File: config.mk
export PLATFORM = sky130hd
export DESIGN_NAME = link_ctrl_regs_flat
export DESIGN_NICKNAME = d
export VERILOG_FILES = /design/src/link_regs_pkg.sv /design/src/link_cfg_if.sv /design/src/link_ctrl_regs.sv /design/src/sync_source_select.sv /design/src/flat_wrapper.sv
export SDC_FILE = /design/constraint.sdc
export NUM_CORES = 1
export LEC_CHECK = 0
export ABC_CLOCK_PERIOD_IN_PS = 30400
export BUFFER_PORTS_ARGS = -buffer_cell sky130_fd_sc_hd__buf_2
export CORE_ASPECT_RATIO = 2
export CORE_MARGIN = 3
export CORE_UTILIZATION = 55
export CTS_CLUSTER_DIAMETER = 200
export DETAILED_ROUTE_END_ITERATION = 10
export PLACE_DENSITY = 0.79
export SKIP_LAST_GASP = 1
export SLEW_MARGIN = 5
export SYNTH_ARGS = -nofsm -noshare
export SYNTH_HDL_FRONTEND = slang
export SYNTH_SLANG_ARGS = --single-unit
export TNS_END_PERCENT = 5
File: constraint.sdc
create_clock -name core_clk -period 30.4 [get_ports core_clk]
set_input_delay 3.04 -clock core_clk [delete_from_list [all_inputs] [get_ports core_clk]]
set_output_delay 3.04 -clock core_clk [all_outputs]
set_load 0.03 [all_outputs]
File: src/link_regs_pkg.sv
/*
 Constants shared by both ends of the serial link control bank:
 register addresses, reset values, field positions and codes.
 Assumes byte-wide registers on a 12-bit register address.
*/
package link_regs_pkg;
	// ----------------------------------------
	// Register addresses
	// ----------------------------------------
	localparam logic [11:0] ADDR_ENABLE = 12'h200;
	localparam logic [11:0] ADDR_MODE = 12'h201;
	localparam logic [11:0] ADDR_KM1 = 12'h202;
	localparam logic [11:0] ADDR_SYNC = 12'h203;
	localparam logic [11:0] ADDR_CTRL = 12'h204;
	// ----------------------------------------
	// Reset values
	// ----------------------------------------
	localparam logic [7:0] RST_ENABLE = 8'h01;
	localparam logic [7:0] RST_MODE = 8'h02;
	localparam logic [7:0] RST_KM1 = 8'h1f;
	localparam logic [7:0] RST_SYNC = 8'h01;
	localparam logic [7:0] RST_CTRL = 8'h03;
	// ----------------------------------------
	// Control byte fields
	// ----------------------------------------
	localparam int CTRL_SCR_BIT = 0;
	localparam int CTRL_FMT_BIT = 1;
	localparam int CTRL_SEL_LO = 2;
	localparam int CTRL_SEL_HI = 3;
	localparam int CTRL_MAP_BIT = 4;
	localparam logic [7:0] CTRL_USED_MASK = 8'h1f;
	// ----------------------------------------
	// Sync source codes, lane figures and 64b/66b K scale
	// ----------------------------------------
	localparam logic [1:0] SYNC_SEL_PIN = 2'h0;
	localparam logic [1:0] SYNC_SEL_TSTAMP = 2'h1;
	localparam logic [1:0] SYNC_SEL_SOFT = 2'h2;
	localparam logic [4:0] ALT_MAP_MAX_LANES = 5'h08;
	localparam logic [7:0] LANES_LOWER_OFF = 8'h0f;
	localparam logic [7:0] LANES_UPPER_OFF = 8'hf0;
	localparam logic [7:0] LANES_ALL_OFF = 8'hff;
	localparam logic [15:0] K_SCALE_64B = 16'h0100;
endpackage

File: src/link_cfg_if.sv
/*
 Carrier between the configuring host and the link register bank.
 Assumes both ends share core_clk; the testbench joins them.
*/
`timescale 1ns/1ns
interface link_cfg_if;
	logic [11:0] reg_addr;
	logic [7:0] reg_wdata;
	logic reg_write;
	logic reg_read;
	logic [7:0] reg_rdata;
	logic reg_rvalid;
	logic cal_enable;
	logic sync_pin_n;
	logic timestamp_pin;

	modport device (
		input reg_addr, reg_wdata, reg_write, reg_read, cal_enable, sync_pin_n, timestamp_pin,
		output reg_rdata, reg_rvalid
	);
	modport host (
		output reg_addr, reg_wdata, reg_write, reg_read, cal_enable, sync_pin_n, timestamp_pin,
		input reg_rdata, reg_rvalid
	);
endinterface

File: src/link_ctrl_regs.sv
/*
 Serial link control register bank: enable, mode, multiframe
 length, software sync request and control byte, plus the link
 block controls they steer.
 Assumes the mode decoder supplies encoding, E, F and lane count
 for the current mode, and a mode limit from the restriction block.
*/
`timescale 1ns/1ns
// How it works
// - Enable bit 0 disables, 1 enables; resets 1
// - Disabled: block in reset, serializers down
// - Disabled: link block clocks gated off
// - Disabled: multiframe counter held in reset
// - Software disables link before other changes
// - Software sets calibration before enabling link
// - Software disables link before clearing calibration
// - Eight-bit mode field, reset value 0x02
// - Mode changes only with link, calibration off
// - Modes beyond restriction limit are refused
// - Length field is K minus one, reset 0x1f
// - Software programs only legal K per mode
// - 64b/66b modes: K is 256*E/F
// - Writing 0 requests sync; resets 1
// - Software request works with any sync source
// - Control byte fields, reset value 0x03
// - Lane map picks lower or upper lanes
// - Sync source: dedicated pin, timestamp, none
// - Sample format: offset binary or two's complement
// - Scrambler bit; 64b/66b always scrambles
module link_ctrl_regs (
	input wire logic core_clk,
	input wire logic reset_n,
	link_cfg_if.device bus,
	input wire logic mode_is_64b66b,
	input wire logic [7:0] mode_e,
	input wire logic [7:0] mode_f,
	input wire logic [4:0] mode_lane_count,
	input wire logic [7:0] mode_limit,
	output logic link_reset,
	output logic link_clock_enable,
	output logic multiframe_counter_reset,
	output logic [7:0] lane_power_down,
	output logic [7:0] link_mode,
	output logic [15:0] frames_per_multiframe,
	output logic whitening_active,
	output logic sample_format,
	output logic timestamp_receiver_enable,
	output logic sync_request
);
	// ----------------------------------------
	// State
	// ----------------------------------------
	typedef enum logic [2:0] {
		ST_OFF = 3'b001,
		ST_START = 3'b010,
		ST_RUN = 3'b100
	} link_state_e;

	typedef struct packed {
		link_state_e state;
		logic link_enable_bit;
		logic [7:0] link_mode;
		logic [7:0] frames_per_multiframe_m1;
		logic soft_sync_request_n;
		logic [4:0] link_control_byte;
		logic [7:0] rdata;
		logic rvalid;
		logic link_reset;
		logic clock_enable;
		logic counter_reset;
		logic [7:0] lane_pd;
		logic [15:0] k_eff;
		logic whiten;
		logic fmt;
		logic ts_rx_en;
		logic sync_req;
	} regs_state_s;

	regs_state_s q;
	regs_state_s d;
	logic merged_request;
	logic [15:0] k_from_mode;
	logic [7:0] readback;

	// ----------------------------------------
	// Sync source
	// ----------------------------------------
	sync_source_select sync_sel (
		.core_clk(core_clk),
		.reset_n(reset_n),
		.sync_pin_n(bus.sync_pin_n),
		.timestamp_pin(bus.timestamp_pin),
		.select(q.link_control_byte[link_regs_pkg::CTRL_SEL_HI:link_regs_pkg::CTRL_SEL_LO]),
		.soft_sync_request_n(q.soft_sync_request_n),
		.request(merged_request)
	);

	// Multiframe length taken from the mode in 64b/66b modes
	always_comb begin
		k_from_mode = {8'h00, q.frames_per_multiframe_m1} + 16'h0001;
		if (mode_is_64b66b && (mode_f != 8'h00)) begin
			k_from_mode = ({8'h00, mode_e} * link_regs_pkg::K_SCALE_64B) / {8'h00, mode_f};
		end
	end

	// Register readback; reserved bits and unmapped addresses read zero
	always_comb begin
		readback = 8'h00;
		unique case (bus.reg_addr)
			link_regs_pkg::ADDR_ENABLE: readback = {7'h00, q.link_enable_bit};
			link_regs_pkg::ADDR_MODE: readback = q.link_mode;
			link_regs_pkg::ADDR_KM1: readback = q.frames_per_multiframe_m1;
			link_regs_pkg::ADDR_SYNC: readback = {7'h00, q.soft_sync_request_n};
			link_regs_pkg::ADDR_CTRL: readback = {3'h0, q.link_control_byte};
			default: readback = 8'h00;
		endcase
	end

	// ----------------------------------------
	// Next state
	// ----------------------------------------
	always_comb begin
		d = q;
		d.rvalid = bus.reg_read;
		d.rdata = bus.reg_read ? readback : 8'h00;
		// Register writes take effect at the next edge
		if (bus.reg_write) begin
			unique case (bus.reg_addr)
				link_regs_pkg::ADDR_ENABLE: d.link_enable_bit = bus.reg_wdata[0];
				link_regs_pkg::ADDR_MODE: begin
					if (bus.reg_wdata <= mode_limit) begin
						d.link_mode = bus.reg_wdata;
					end
				end
				link_regs_pkg::ADDR_KM1: d.frames_per_multiframe_m1 = bus.reg_wdata;
				link_regs_pkg::ADDR_SYNC: d.soft_sync_request_n = bus.reg_wdata[0];
				link_regs_pkg::ADDR_CTRL: begin
					d.link_control_byte = bus.reg_wdata[4:0] & link_regs_pkg::CTRL_USED_MASK[4:0];
				end
				default: d.link_enable_bit = q.link_enable_bit;
			endcase
		end
		// Link sequencing from the enable bit
		unique case (q.state)
			ST_OFF: begin
				if (q.link_enable_bit) begin
					d.state = ST_START;
				end
			end
			ST_START: begin
				d.state = q.link_enable_bit ? ST_RUN : ST_OFF;
			end
			ST_RUN: begin
				if (!q.link_enable_bit) begin
					d.state = ST_OFF;
				end
			end
		endcase
		// Capture the programmed configuration as the link starts
		if (q.state == ST_START) begin
			d.k_eff = k_from_mode;
			d.whiten = mode_is_64b66b | q.link_control_byte[link_regs_pkg::CTRL_SCR_BIT];
			d.fmt = q.link_control_byte[link_regs_pkg::CTRL_FMT_BIT];
			d.lane_pd = link_regs_pkg::LANES_UPPER_OFF;
			if (q.link_control_byte[link_regs_pkg::CTRL_MAP_BIT] &&
				(mode_lane_count <= link_regs_pkg::ALT_MAP_MAX_LANES)) begin
				d.lane_pd = link_regs_pkg::LANES_LOWER_OFF;
			end
		end
		// Disabled link: reset held, clocks gated, lanes and counter down
		if (!q.link_enable_bit) begin
			d.lane_pd = link_regs_pkg::LANES_ALL_OFF;
		end
		d.link_reset = (d.state != ST_RUN);
		d.clock_enable = q.link_enable_bit;
		d.counter_reset = ~q.link_enable_bit;
		d.ts_rx_en = (q.link_control_byte[link_regs_pkg::CTRL_SEL_HI:link_regs_pkg::CTRL_SEL_LO] ==
			link_regs_pkg::SYNC_SEL_TSTAMP);
		d.sync_req = merged_request & q.link_enable_bit;
	end

	// ----------------------------------------
	// State register
	// ----------------------------------------
	always_ff @(posedge core_clk) begin
		if (!reset_n) begin
			q.state <= ST_OFF;
			q.link_enable_bit <= link_regs_pkg::RST_ENABLE[0];
			q.link_mode <= link_regs_pkg::RST_MODE;
			q.frames_per_multiframe_m1 <= link_regs_pkg::RST_KM1;
			q.soft_sync_request_n <= link_regs_pkg::RST_SYNC[0];
			q.link_control_byte <= link_regs_pkg::RST_CTRL[4:0];
			q.rdata <= 8'h00;
			q.rvalid <= 1'b0;
			q.link_reset <= 1'b1;
			q.clock_enable <= 1'b0;
			q.counter_reset <= 1'b1;
			q.lane_pd <= link_regs_pkg::LANES_ALL_OFF;
			q.k_eff <= 16'h0000;
			q.whiten <= 1'b0;
			q.fmt <= 1'b0;
			q.ts_rx_en <= 1'b0;
			q.sync_req <= 1'b0;
		end else begin
			q <= d;
		end
	end

	// ----------------------------------------
	// Outputs
	// ----------------------------------------
	assign bus.reg_rdata = q.rdata;
	assign bus.reg_rvalid = q.rvalid;
	assign link_reset = q.link_reset;
	assign link_clock_enable = q.clock_enable;
	assign multiframe_counter_reset = q.counter_reset;
	assign lane_power_down = q.lane_pd;
	assign link_mode = q.link_mode;
	assign frames_per_multiframe = q.k_eff;
	assign whitening_active = q.whiten;
	assign sample_format = q.fmt;
	assign timestamp_receiver_enable = q.ts_rx_en;
	assign sync_request = q.sync_req;
endmodule

File: src/sync_source_select.sv
/*
 Sync request source: synchronises both sync pins and merges them
 with the software request according to the selected source.
 Assumes pins are asynchronous to core_clk and active low.
*/
`timescale 1ns/1ns
module sync_source_select (
	input wire logic core_clk,
	input wire logic reset_n,
	input wire logic sync_pin_n,
	input wire logic timestamp_pin,
	input wire logic [1:0] select,
	input wire logic soft_sync_request_n,
	output logic request
);
	typedef struct packed {
		logic [1:0] meta;
		logic [1:0] pins;
	} sel_state_s;

	sel_state_s q;
	sel_state_s d;

	// Two flops per pin before anything reads the level
	always_comb begin
		d = q;
		d.meta = {sync_pin_n, timestamp_pin};
		d.pins = q.meta;
	end

	always_ff @(posedge core_clk) begin
		if (!reset_n) begin
			q <= '1;
		end else begin
			q <= d;
		end
	end

	// Software request always counts; a pin only when selected
	always_comb begin
		request = ~soft_sync_request_n;
		if (select == link_regs_pkg::SYNC_SEL_PIN) begin
			request = request | ~q.pins[1];
		end else if (select == link_regs_pkg::SYNC_SEL_TSTAMP) begin
			request = request | ~q.pins[0];
		end
	end
endmodule

File: src/flat_wrapper.sv
// flat-port wrapper written by rule: the top's interface ports become plain ports
module link_ctrl_regs_flat 
  (core_clk, reset_n, mode_is_64b66b, mode_e, mode_f, mode_lane_count, mode_limit, link_reset, link_clock_enable, multiframe_counter_reset, lane_power_down, link_mode, frames_per_multiframe, whitening_active, sample_format, timestamp_receiver_enable, sync_request, bus_reg_addr, bus_reg_wdata, bus_reg_write, bus_reg_read, bus_cal_enable, bus_sync_pin_n, bus_timestamp_pin, bus_reg_rdata, bus_reg_rvalid);
  link_cfg_if bus_i ();
  input wire logic core_clk;
  input wire logic reset_n;
  input wire logic mode_is_64b66b;
  input wire logic [7:0] mode_e;
  input wire logic [7:0] mode_f;
  input wire logic [4:0] mode_lane_count;
  input wire logic [7:0] mode_limit;
  output logic link_reset;
  output logic link_clock_enable;
  output logic multiframe_counter_reset;
  output logic [7:0] lane_power_down;
  output logic [7:0] link_mode;
  output logic [15:0] frames_per_multiframe;
  output logic whitening_active;
  output logic sample_format;
  output logic timestamp_receiver_enable;
  output logic sync_request;
  input wire logic [$bits(bus_i.reg_addr)-1:0] bus_reg_addr;
  input wire logic [$bits(bus_i.reg_wdata)-1:0] bus_reg_wdata;
  input wire logic [$bits(bus_i.reg_write)-1:0] bus_reg_write;
  input wire logic [$bits(bus_i.reg_read)-1:0] bus_reg_read;
  input wire logic [$bits(bus_i.cal_enable)-1:0] bus_cal_enable;
  input wire logic [$bits(bus_i.sync_pin_n)-1:0] bus_sync_pin_n;
  input wire logic [$bits(bus_i.timestamp_pin)-1:0] bus_timestamp_pin;
  output wire logic [$bits(bus_i.reg_rdata)-1:0] bus_reg_rdata;
  output wire logic [$bits(bus_i.reg_rvalid)-1:0] bus_reg_rvalid;
  assign bus_i.reg_addr = bus_reg_addr;
  assign bus_i.reg_wdata = bus_reg_wdata;
  assign bus_i.reg_write = bus_reg_write;
  assign bus_i.reg_read = bus_reg_read;
  assign bus_i.cal_enable = bus_cal_enable;
  assign bus_i.sync_pin_n = bus_sync_pin_n;
  assign bus_i.timestamp_pin = bus_timestamp_pin;
  assign bus_reg_rdata = bus_i.reg_rdata;
  assign bus_reg_rvalid = bus_i.reg_rvalid;
  link_ctrl_regs u_core (.core_clk(core_clk), .reset_n(reset_n), .bus(bus_i), .mode_is_64b66b(mode_is_64b66b), .mode_e(mode_e), .mode_f(mode_f), .mode_lane_count(mode_lane_count), .mode_limit(mode_limit), .link_reset(link_reset), .link_clock_enable(link_clock_enable), .multiframe_counter_reset(multiframe_counter_reset), .lane_power_down(lane_power_down), .link_mode(link_mode), .frames_per_multiframe(frames_per_multiframe), .whitening_active(whitening_active), .sample_format(sample_format), .timestamp_receiver_enable(timestamp_receiver_enable), .sync_request(sync_request));
endmodule
==> metrics.txt, run 1 <==
# TYPE chip_impl_metric gauge
chip_impl_info{name="run_status",value="complete, no violations"} 1
chip_impl_metric{name="clkSlewWorstSetupHoldPaths",unit="ns"} 0.05
chip_impl_info{name="clk_root_buffer_cell",value="sky130_fd_sc_hd__clkbuf_16"} 1
chip_impl_metric{name="clock_tree.buffer_depth",unit=""} 2
chip_impl_metric{name="grt_util_all_layers",unit="%"} 31.74
chip_impl_metric{name="core",unit="µm²"} 15530
chip_impl_metric{name="worst-path-max-fanout",unit=""} 8
chip_impl_metric{name="final_cell_area",unit="µm²"} 11140
chip_impl_metric{name="post-route-drc-count",unit=""} 0
chip_impl_metric{name="ys_seq_area_share",unit="%"} 14.55
chip_impl_metric{name="post_detailed_route_via_to_cell_ratio",unit=""} 6.221
chip_impl_metric{name="holdWs",unit="ns"} 0.4108
chip_impl_metric{name="worst_hold_path.num_cells",unit=""} 1
chip_impl_info{name="mostFrequentLayoutCells",value="sky130_fd_sc_hd__buf_4 (191), sky130_fd_sc_hd__buf_2 (103), sky130_fd_sc_hd__ha_1 (98)"} 1
chip_impl_metric{name="htreeDepth",unit=""} 3
chip_impl_metric{name="synth.yosys.warnings",unit=""} 0
chip_impl_metric{name="drt_pass1_iterations",unit=""} 4
chip_impl_metric{name="remaining_antenna_violation_count",unit=""} 0
chip_impl_info{name="synthTopCellsByArea",value="sky130_fd_sc_hd__dfxtp_1 (15%), sky130_fd_sc_hd__ha_1 (14%), sky130_fd_sc_hd__nor2_1 (4.2%)"} 1
chip_impl_metric{name="port_buffers",unit=""} 103
chip_impl_metric{name="floorplan.io_pins",unit=""} 105
chip_impl_info{name="layout.cells.most_common",value="sky130_fd_sc_hd__buf_4"} 1
chip_impl_metric{name="finalWeightedCongestion",unit=""} 0.9570
chip_impl_metric{name="drt_iter0_markers",unit=""} 408
chip_impl_metric{name="cts-buffers-inserted",unit=""} 9
chip_impl_info{name="dominantRegCellSynth",value="sky130_fd_sc_hd__dfxtp_1"} 1
chip_impl_metric{name="setup_violations",unit=""} 0
chip_impl_metric{name="cts.sink_count",unit=""} 64
chip_impl_metric{name="synth_cell_types",unit=""} 94
chip_impl_metric{name="syn_area",unit="µm²"} 8806
chip_impl_info{name="tritoncts_clock_tree",value="done"} 1
chip_impl_metric{name="wirelength",unit="µm"} 28490
chip_impl_metric{name="num-nets-final",unit=""} 1539
chip_impl_metric{name="die_h",unit="µm"} 184.9
chip_impl_info{name="end_kind",value="flop"} 1
chip_impl_info{name="critical-path-slowest-cell",value="sky130_fd_sc_hd__or4_1"} 1
chip_impl_metric{name="diodes",unit=""} 0
chip_impl_metric{name="floorplan.initialDensity",unit="%"} 56.68
chip_impl_metric{name="synthCells",unit=""} 1148
chip_impl_metric{name="fin_crit_sh",unit="%"} 96.60
chip_impl_metric{name="max-slew-margin-rel",unit="%"} 26.44
chip_impl_metric{name="first_pass_grt_wire_length",unit="µm"} 44730
chip_impl_metric{name="finalMaxSlewViolations",unit=""} 0
chip_impl_info{name="timing.critical_path.from_type",value="primary input"} 1
chip_impl_metric{name="crit_path_arrival_time",unit="ns"} 29.58
chip_impl_metric{name="dp_hpwl",unit="µm"} 22810
chip_impl_metric{name="postSynthAreaPerCell",unit="µm²"} 7.671
chip_impl_info{name="cp_common_cell",value="sky130_fd_sc_hd__o21a_1"} 1
chip_impl_metric{name="post_drt_wl_per_cell",unit="µm"} 18.01
chip_impl_metric{name="skew",unit="ns"} 0.002622
chip_impl_info{name="setup.worst_path.class",value="primary input to flop"} 1
chip_impl_metric{name="tightestPinTransition",unit="ns"} 1.103
chip_impl_metric{name="synth.ff_latch_count",unit=""} 64
chip_impl_metric{name="clk-insertion-delay-late",unit="ns"} 0.33
chip_impl_metric{name="drv.max_cap_violation_count",unit=""} 0
chip_impl_metric{name="final_core_utilization",unit="%"} 71.69
chip_impl_metric{name="areaGrowthSynthToFinish",unit="%"} 26.47
chip_impl_metric{name="final_period_minus_worst_setup_slack",unit="ns"} 29.37
chip_impl_metric{name="slowest_delay",unit="ns"} 0.63
chip_impl_metric{name="r2r.worst_path.cells",unit=""} 9
chip_impl_metric{name="fp.dieW",unit="µm"} 95.47
chip_impl_metric{name="design.die.area",unit="µm²"} 17660
chip_impl_metric{name="share_of_layout_cells_above_drive_strength_1",unit="%"} 29.99
chip_impl_metric{name="n_fill_cell",unit=""} 1244
chip_impl_metric{name="maxClockFrequency",unit="MHz"} 34.05
chip_impl_metric{name="setup-tns-final",unit="ns"} 0
chip_impl_metric{name="synth_edf_count",unit=""} 0
chip_impl_metric{name="number_of_global_route_vias_before_repair",unit=""} 10250
chip_impl_metric{name="grt_antenna_before_repair",unit=""} 0
chip_impl_metric{name="proportion_of_netlist_area_held_by_the_largest_area_contributor",unit="%"} 14.55
chip_impl_metric{name="via_count",unit=""} 9842
chip_impl_metric{name="grt-ovfl-total",unit=""} 0
chip_impl_metric{name="syn-num-nets",unit=""} 1308
chip_impl_info{name="timing.hold.worst.class",value="flop to flop"} 1
chip_impl_info{name="post-synth-top-area-cell",value="sky130_fd_sc_hd__dfxtp_1"} 1
chip_impl_metric{name="grt_max_degree",unit=""} 53
chip_impl_metric{name="asyncSetResetFlopFracSynth",unit="%"} 0
chip_impl_metric{name="rows",unit=""} 64
chip_impl_metric{name="finalHoldViolations",unit=""} 0
chip_impl_metric{name="cts.hold.buffers_added",unit=""} 0
chip_impl_metric{name="post_dp_cell_area",unit="µm²"} 10480
chip_impl_metric{name="required",unit="ns"} 30.61
[worst max-delay path: cells and delay by family]
family	cells	cell delay, ns
AOI/OAI and AO/OA	67	11.77
muxes	3	0.81
and+or+nand+nor	35	7.91
buffers and inverters	10	1.63
adders and majority gates	16	4.39
[Yosys cell counts (all sizes together) (5+ instances only)]
| master | instances |
|---|---|
| ha | 102 |
| nor2 | 99 |
| nand2 | 91 |
| a21oi | 66 |
| dfxtp | 64 |
| o21ai | 52 |
| nor3 | 49 |
| buf | 46 |
| a21o | 41 |
| inv | 41 |
| o21a | 39 |
| xnor2 | 35 |
| nand3 | 32 |
| clkbuf | 29 |
| nor2b | 29 |
| xor2 | 23 |
| mux2 | 20 |
| nand2b | 20 |
| mux2i | 19 |
| o211ai | 18 |
| a211oi | 17 |
| a21boi | 16 |
| a31oi | 16 |
| o31ai | 15 |
| nand4 | 14 |
| or2 | 14 |
| and2 | 13 |
| or3 | 12 |
| nor4 | 9 |
| nor4b | 6 |
| o22ai | 6 |
| or4 | 6 |
| a211o | 5 |
| a222oi | 5 |
| and3 | 5 |
| o21bai | 5 |
[final timing paths]
check / from / to / slack (ns)
setup / recovery: mode_f[7] / u_core.frames_per_multiframe[0] / 1.03
hold / removal: u_core.sync_sel.d[1] / u_core.sync_sel.q[1] / 0.41
setup reg to reg: u_core.q[63] / u_core.frames_per_multiframe[0] / 28.03
hold reg to reg: u_core.sync_sel.d[1] / u_core.sync_sel.q[1] / 0.41
[logic make-up after synthesis]
logic type / Yosys count / synth area share [%]
adder cells (fa/ha/maj): 103 / 14.72
multiplexers: 39 / 4.760
AND/OR/NAND/NOR: 421 / 25.59
XOR/XNOR: 58 / 5.854
buffers and inverters: 116 / 6.749
flip-flops: 64 / 14.55
AO/OA/AOI/OAI: 347 / 27.78
[through the flow]
step           std cells  setup slack [ns]
2_1_floorplan       1148           0.02209
3_3_place_gp        1553            0.1048
3_5_place_dp        1553           -0.3773
4_1_cts             1571           0.02314
5_1_grt             1582           -0.1944
6_report            1582             1.033
[per-layer routing]
metal	up-vias	GRT usage [%]	share of wire (%)	routed length, µm
met5	-	0	0	0
met4	0	29.93	10	2839
met3	181	3.943	4.1	1179
met2	391	61.08	54	15340
met1	4579	26.16	32	9130
li1	4691	-	-	-
[registers in the layout, summed over array words and instances (netlist names), 2 cells and up]
signal and flops:
u_core.q 17, u_core.link_mode 8, u_core.bus.reg_rdata 8, u_core.frames_per_multiframe 16, u_core.sync_sel.d 2, u_core.lane_power_down 2
u_core.sync_sel.q 2
[cell type report]
class / count / area (µm²) / area share, %
multi-input combinational: 968 / 7204 / 64.69
timing repair buffer: 295 / 1961 / 17.60
sequential: 64 / 1281 / 11.50
tap: 198 / 247.7 / 2.224
clock buffer: 10 / 229.0 / 2.056
inverter: 41 / 153.9 / 1.382
clock inverter: 6 / 60.06 / 0.5393
[what timing repair did]
action	in CTS	in global routing
hold endpoints to repair	0	0
setup buffers	2	11
pin swaps	1	26
setup endpoints to repair	1	2
gates resized for setup	2	59
Power of run 1 is not shown: default switching activity piles up to over one toggle a cycle in this logic, so the estimate is an artifact.
==> run 2, diff against run 1 <==
- CTS_BUF_LIST: unset -> sky130_fd_sc_hd__clkbuf_8 sky130_fd_sc_hd__clkbuf_16
==> metrics.txt, run 2 (synthesized netlist as in run 1, its figures left out) <==
# TYPE chip_impl_metric gauge
chip_impl_metric{name="drv.max_cap_violation_count",unit=""} 0
chip_impl_metric{name="detailedPlace.worstSlack",unit="ns"} -0.3773
chip_impl_info{name="mostFrequentLayoutCells",value="sky130_fd_sc_hd__buf_4 (191), sky130_fd_sc_hd__buf_2 (103), sky130_fd_sc_hd__ha_1 (98)"} 1
chip_impl_metric{name="cts.sink_count",unit=""} 64
chip_impl_metric{name="fin_crit_sh",unit="%"} 96.60
chip_impl_metric{name="slowest_delay",unit="ns"} 0.63
chip_impl_metric{name="fp.dieW",unit="µm"} 95.47
chip_impl_metric{name="rrSetupSlack",unit="ns"} 28.03
chip_impl_metric{name="max-slew-margin-rel",unit="%"} 26.42
chip_impl_info{name="min_delay_worst_endpoint",value="u_core.sync_sel.q[1]"} 1
chip_impl_metric{name="drt_iter0_markers",unit=""} 404
chip_impl_metric{name="finalHoldViolations",unit=""} 0
chip_impl_metric{name="grt_antenna_before_repair",unit=""} 0
chip_impl_info{name="setup.worst_path.class",value="primary input to flop"} 1
chip_impl_info{name="worst_path_dominant_cell_family",value="compound AO/OA/AOI/OAI gates"} 1
chip_impl_metric{name="htreeDepth",unit=""} 3
chip_impl_metric{name="cts.hold.buffers_added",unit=""} 0
chip_impl_metric{name="design.die.area",unit="µm²"} 17660
chip_impl_metric{name="port_buffers",unit=""} 103
chip_impl_info{name="timing.hold.worst.class",value="flop to flop"} 1
chip_impl_metric{name="clkSlewWorstSetupHoldPaths",unit="ns"} 0.05
chip_impl_metric{name="grt_util_all_layers",unit="%"} 31.74
chip_impl_metric{name="setup_ws",unit="ns"} 1.033
chip_impl_metric{name="areaGrowthSynthToFinish",unit="%"} 26.47
chip_impl_info{name="regMostFlops",value="u_core.q"} 1
chip_impl_info{name="cp_common_cell",value="sky130_fd_sc_hd__o21a_1"} 1
chip_impl_metric{name="first_pass_grt_wire_length",unit="µm"} 44730
chip_impl_info{name="worst_reg2reg_endpoint",value="u_core.frames_per_multiframe[0]"} 1
chip_impl_info{name="layout.cells.most_common",value="sky130_fd_sc_hd__buf_4"} 1
chip_impl_info{name="crit-reg2reg-launch",value="u_core.q[63]"} 1
chip_impl_metric{name="worst-path-max-fanout",unit=""} 8
chip_impl_info{name="timing.critical_path.from_type",value="primary input"} 1
chip_impl_metric{name="r2r.worst_path.cells",unit=""} 9
chip_impl_metric{name="drt_pass1_iterations",unit=""} 4
chip_impl_metric{name="finalMaxSlewViolations",unit=""} 0
chip_impl_metric{name="floorplan.initialDensity",unit="%"} 56.68
chip_impl_metric{name="required",unit="ns"} 30.61
chip_impl_metric{name="largest_register_ffs",unit=""} 17
chip_impl_metric{name="core",unit="µm²"} 15530
chip_impl_metric{name="finalWeightedCongestion",unit=""} 0.9570
chip_impl_metric{name="floorplan.io_pins",unit=""} 105
chip_impl_metric{name="grt-ovfl-total",unit=""} 0
chip_impl_metric{name="tightestPinTransition",unit="ns"} 1.104
chip_impl_metric{name="clock_tree.buffer_depth",unit=""} 2
chip_impl_metric{name="share_of_layout_cells_above_drive_strength_1",unit="%"} 29.99
chip_impl_metric{name="wirelength",unit="µm"} 28490
chip_impl_metric{name="dp_hpwl",unit="µm"} 22810
chip_impl_info{name="tritoncts_clock_tree",value="done"} 1
chip_impl_info{name="end_kind",value="flop"} 1
chip_impl_metric{name="final_core_utilization",unit="%"} 71.69
chip_impl_metric{name="grt_max_degree",unit=""} 53
chip_impl_info{name="critical-path-slowest-cell",value="sky130_fd_sc_hd__or4_1"} 1
chip_impl_metric{name="remaining_antenna_violation_count",unit=""} 0
chip_impl_metric{name="buf_inv_on_cp",unit=""} 10
chip_impl_info{name="hold_start",value="u_core.sync_sel.d[1]"} 1
chip_impl_metric{name="post_drt_wl_per_cell",unit="µm"} 18.01
chip_impl_metric{name="maxClockFrequency",unit="MHz"} 34.05
chip_impl_metric{name="post-route-drc-count",unit=""} 0
chip_impl_metric{name="num-nets-final",unit=""} 1539
chip_impl_info{name="run_status",value="complete, no violations"} 1
chip_impl_metric{name="via_count",unit=""} 9840
chip_impl_metric{name="final_period_minus_worst_setup_slack",unit="ns"} 29.37
chip_impl_metric{name="skew",unit="ns"} 0.002773
chip_impl_metric{name="number_of_global_route_vias_before_repair",unit=""} 10250
chip_impl_metric{name="holdWs",unit="ns"} 0.4108
chip_impl_metric{name="diodes",unit=""} 0
chip_impl_metric{name="clk-insertion-delay-late",unit="ns"} 0.33
chip_impl_metric{name="post_detailed_route_via_to_cell_ratio",unit=""} 6.220
chip_impl_metric{name="worst_hold_path.num_cells",unit=""} 1
chip_impl_metric{name="die_h",unit="µm"} 184.9
chip_impl_metric{name="rows",unit=""} 64
chip_impl_metric{name="crit_path_arrival_time",unit="ns"} 29.58
chip_impl_metric{name="setup_violations",unit=""} 0
chip_impl_info{name="clk_root_buffer_cell",value="sky130_fd_sc_hd__clkbuf_16"} 1
chip_impl_metric{name="cts-buffers-inserted",unit=""} 9
[run 2: changes by cell type in the layout (fill, tap and decap cells not counted)]
cell                       previous run  this run
sky130_fd_sc_hd__clkbuf_1             1         0
sky130_fd_sc_hd__inv_1               41        42
[run 2: cell type report]
type / count / area (µm²)
clock buffers: 9 / 225.2
clock inverters: 7 / 63.81
fillers: 1244 / 4398
inverters: 41 / 153.9
multi-input cells: 968 / 7204
flip-flops and latches: 64 / 1281
well taps: 198 / 247.7
repair buffers: 295 / 1961
[run 2: how the worst max path moves through the flow]
| stage | startpoint | end | cells past startpoint |
|---|---|---|---|
| 6_report | mode_f[7] | u_core.frames_per_multiframe[0] | 131 |
| 5_1_grt | mode_f[7] | u_core.frames_per_multiframe[0] | 140 |
| 4_1_cts | mode_f[7] | u_core.frames_per_multiframe[0] | 135 |
| 3_5_place_dp | mode_f[7] | u_core.frames_per_multiframe[0] | 131 |
| 3_3_place_gp | mode_f[6] | u_core.frames_per_multiframe[0] | 127 |
| 2_1_floorplan | mode_f[0] | u_core.frames_per_multiframe[0] | 139 |
[run 2: metal layers]
| metal | part of all wire (%) | GRT usage (%) | routed length, µm | up-vias |
|---|---|---|---|---|
| met5 | 0 | 0 | 0 | - |
| met4 | 10 | 29.93 | 2839 | 0 |
| met3 | 4.1 | 3.943 | 1170 | 181 |
| met2 | 54 | 61.08 | 15330 | 388 |
| met1 | 32 | 26.16 | 9147 | 4580 |
| li1 | - | - | - | 4691 |
[run 2: what timing repair did]
action / CTS / global route
pin swaps: 1 / 26
setup buffers: 2 / 11
gates resized for setup: 2 / 59
endpoints found under the setup margin: 1 / 2
[run 2: stage by stage]
step / area (µm²) / setup TNS (ns) / cells
floorplan: 8817 / 0 / 1148
finish: 11140 / 0 / 1582
CTS: 10790 / 0 / 1571
global route: 11140 / -0.1944 / 1582
global placement: 10480 / 0 / 1553
detailed placement: 10480 / -0.3773 / 1553
Power of run 2 is left out for the same reason.
==> run 3, diff against run 2 <==
--- a/config.mk
+++ b/config.mk
@@ -15,4 +15,5 @@
 export DETAILED_ROUTE_END_ITERATION = 10
 export PLACE_DENSITY = 0.79
+export SETUP_SLACK_MARGIN = 0.4
 export SKIP_LAST_GASP = 1
 export SLEW_MARGIN = 5
==> constraint.sdc (replaced) <==
create_clock -name core_clk -period 30.4 [get_ports core_clk]
set_input_delay 4.56 -clock core_clk [delete_from_list [all_inputs] [get_ports core_clk]]
set_output_delay 4.56 -clock core_clk [all_outputs]
set_load 0.03 [all_outputs]
==> metrics.txt, run 3 (synthesized netlist as in run 1, its figures left out) <==
# TYPE chip_impl_metric gauge
chip_impl_info{name="run_status",value="complete, no violations"} 1
chip_impl_metric{name="required",unit="ns"} 30.62
chip_impl_metric{name="cts.hold.buffers_added",unit=""} 0
chip_impl_metric{name="floorplan.io_pins",unit=""} 105
chip_impl_info{name="tritoncts_clock_tree",value="done"} 1
chip_impl_metric{name="drt_iter0_markers",unit=""} 703
chip_impl_metric{name="via_count",unit=""} 10590
chip_impl_metric{name="crit_path_arrival_time",unit="ns"} 30.40
chip_impl_metric{name="drv.max_cap_violation_count",unit=""} 0
chip_impl_metric{name="maxClockFrequency",unit="MHz"} 33.13
chip_impl_info{name="critical-path-slowest-cell",value="sky130_fd_sc_hd__or4b_1"} 1
chip_impl_metric{name="finalHoldViolations",unit=""} 0
chip_impl_metric{name="design.die.area",unit="µm²"} 17660
chip_impl_metric{name="finalMaxSlewViolations",unit=""} 0
chip_impl_metric{name="tightestPinTransition",unit="ns"} 1.156
chip_impl_metric{name="setup_violations",unit=""} 0
chip_impl_metric{name="grt_antenna_before_repair",unit=""} 0
chip_impl_metric{name="multi_input_area",unit="µm²"} 7452
chip_impl_metric{name="fp.dieW",unit="µm"} 95.47
chip_impl_metric{name="r2r.worst_path.cells",unit=""} 8
chip_impl_metric{name="clk-insertion-delay-late",unit="ns"} 0.34
chip_impl_metric{name="areaGrowthSynthToFinish",unit="%"} 36.37
chip_impl_metric{name="sequential_cell_area",unit="µm²"} 1281
chip_impl_metric{name="grt_max_degree",unit=""} 53
chip_impl_metric{name="number_of_global_route_vias_before_repair",unit=""} 10900
chip_impl_info{name="layout.cells.most_common",value="sky130_fd_sc_hd__buf_4"} 1
chip_impl_metric{name="rows",unit=""} 64
chip_impl_metric{name="path_depth",unit=""} 130
chip_impl_metric{name="slowest_delay",unit="ns"} 0.63
chip_impl_metric{name="dp_hpwl",unit="µm"} 23560
chip_impl_metric{name="cts.sink_count",unit=""} 64
chip_impl_metric{name="clkSlewWorstSetupHoldPaths",unit="ns"} 0.05
chip_impl_metric{name="worst-path-max-fanout",unit=""} 8
chip_impl_metric{name="cts-buffers-inserted",unit=""} 9
chip_impl_metric{name="skew",unit="ns"} 0.007939
chip_impl_metric{name="port_buffers",unit=""} 103
chip_impl_metric{name="n_fill_cell",unit=""} 1037
chip_impl_metric{name="share_of_layout_cells_above_drive_strength_1",unit="%"} 35.54
chip_impl_info{name="timing.critical_path.from_type",value="primary input"} 1
chip_impl_metric{name="finalWeightedCongestion",unit=""} 0.9794
chip_impl_metric{name="num-nets-final",unit=""} 1621
chip_impl_metric{name="post-route-drc-count",unit=""} 0
chip_impl_info{name="worst_path_dominant_cell_family",value="compound AO/OA/AOI/OAI gates"} 1
chip_impl_info{name="timing.hold.worst.class",value="flop to flop"} 1
chip_impl_info{name="clk_root_buffer_cell",value="sky130_fd_sc_hd__clkbuf_16"} 1
chip_impl_info{name="cp_common_cell",value="sky130_fd_sc_hd__o21a_1"} 1
chip_impl_metric{name="post_placement_cell_count",unit=""} 1625
chip_impl_info{name="setup.worst_path.class",value="primary input to flop"} 1
chip_impl_info{name="end_kind",value="flop"} 1
chip_impl_metric{name="diodes",unit=""} 0
chip_impl_metric{name="drt_pass1_iterations",unit=""} 5
chip_impl_metric{name="fin_crit_sh",unit="%"} 99.29
chip_impl_metric{name="buf_inv_on_cp",unit=""} 10
chip_impl_metric{name="clock_tree.buffer_depth",unit=""} 2
chip_impl_metric{name="floorplan.initialDensity",unit="%"} 56.68
chip_impl_metric{name="instances_no_fill",unit=""} 1664
chip_impl_info{name="grt_setup_unrepaired",value="true"} 1
chip_impl_metric{name="post_drt_wl_per_cell",unit="µm"} 19.16
chip_impl_metric{name="worst_hold_path.num_cells",unit=""} 1
chip_impl_metric{name="core",unit="µm²"} 15530
chip_impl_metric{name="max-slew-margin-rel",unit="%"} 22.93
chip_impl_metric{name="wirelength",unit="µm"} 31880
chip_impl_metric{name="grt-ovfl-total",unit=""} 0
chip_impl_metric{name="grt_util_all_layers",unit="%"} 33.88
chip_impl_metric{name="die_h",unit="µm"} 184.9
chip_impl_metric{name="htreeDepth",unit=""} 3
chip_impl_metric{name="final_period_minus_worst_setup_slack",unit="ns"} 30.18
chip_impl_metric{name="holdWs",unit="ns"} 0.4120
chip_impl_metric{name="first_pass_grt_wire_length",unit="µm"} 47770
chip_impl_info{name="mostFrequentLayoutCells",value="sky130_fd_sc_hd__buf_4 (271), sky130_fd_sc_hd__buf_2 (103), sky130_fd_sc_hd__nor2_1 (90), sky130_fd_sc_hd__ha_1 (90), sky130_fd_sc_hd__nand2_1 (88)"} 1
chip_impl_metric{name="post_detailed_route_via_to_cell_ratio",unit=""} 6.363
chip_impl_metric{name="largest_register_ffs",unit=""} 17
chip_impl_info{name="regMostFlops",value="u_core.q"} 1
chip_impl_metric{name="remaining_antenna_violation_count",unit=""} 0
run 3: changes by cell type in the layout (fill, tap and decap cells not counted), moves of 3 or more:
cell                      before  now
sky130_fd_sc_hd__buf_4       191  271
sky130_fd_sc_hd__ha_4          3   11
sky130_fd_sc_hd__ha_1         98   90
sky130_fd_sc_hd__a21oi_4       0    5
sky130_fd_sc_hd__nor2_1       94   90
sky130_fd_sc_hd__o21ai_2       4    7
sky130_fd_sc_hd__a21oi_1      54   51
sky130_fd_sc_hd__o21ai_0      35   31
run 3: layout make-up:
cell class / instances / share of cell area, %
clock inverters: 7 / 0.5418
multi-input cells: 968 / 62.05
clock buffers: 9 / 1.875
repair buffers: 377 / 21.51
flip-flops and latches: 64 / 10.67
inverters: 41 / 1.282
well taps: 198 / 2.063
run 3: through the flow:
step | TNS, ns | instance area, µm² | setup slack [ns] | utilization, %
after floorplan | 0 | 9106 | 0.4046 | -
after global placement | 0 | 11230 | 0.05931 | 72.27
after detailed placement | -0.3577 | 11230 | -0.3577 | 72.27
after CTS | 0 | 11650 | 0.4144 | 74.97
after global routing | -0.9915 | 12010 | -0.9915 | 77.30
final | 0 | 12010 | 0.2152 | 77.30
run 3: worst paths after layout:
| kind | start | to | slack (ns) |
|---|---|---|---|
| max | mode_f[6] | u_core.frames_per_multiframe[0] | 0.22 |
| min reg2reg | u_core.sync_sel.d[1] | u_core.sync_sel.q[1] | 0.41 |
| min | u_core.sync_sel.d[1] | u_core.sync_sel.q[1] | 0.41 |
| max reg2reg | u_core.q[63] | u_core.frames_per_multiframe[0] | 28.00 |
run 3: worst register-to-register path, stage by stage (launching register included):
cell	delay (ns)
sky130_fd_sc_hd__dfxtp_1	0.35
sky130_fd_sc_hd__nor2_1	0.15
sky130_fd_sc_hd__nand2_1	0.52
sky130_fd_sc_hd__a31oi_1	0.37
sky130_fd_sc_hd__nand3_1	0.17
sky130_fd_sc_hd__a2111oi_4	0.26
sky130_fd_sc_hd__nand4_1	0.15
sky130_fd_sc_hd__nor3_2	0.21
sky130_fd_sc_hd__a21oi_1	0.09
run 3: layer usage:
metal	track usage, %	share of wire [%]	up-vias
met5	0	0	-
met4	30.90	11	0
met3	3.943	5.1	248
met2	64.64	52	540
met1	29.04	32	4938
li1	-	-	4862
run 3: repair_timing:
item / 4_1_cts / 5_1_grt
endpoints found under the setup margin: 1 / 2
endpoints found under the hold margin: 0 / 0
setup buffers: 3 / 20
pin swaps: 4 / 49
gates resized for setup: 23 / 40
Power of run 3 is left out for the same reason.
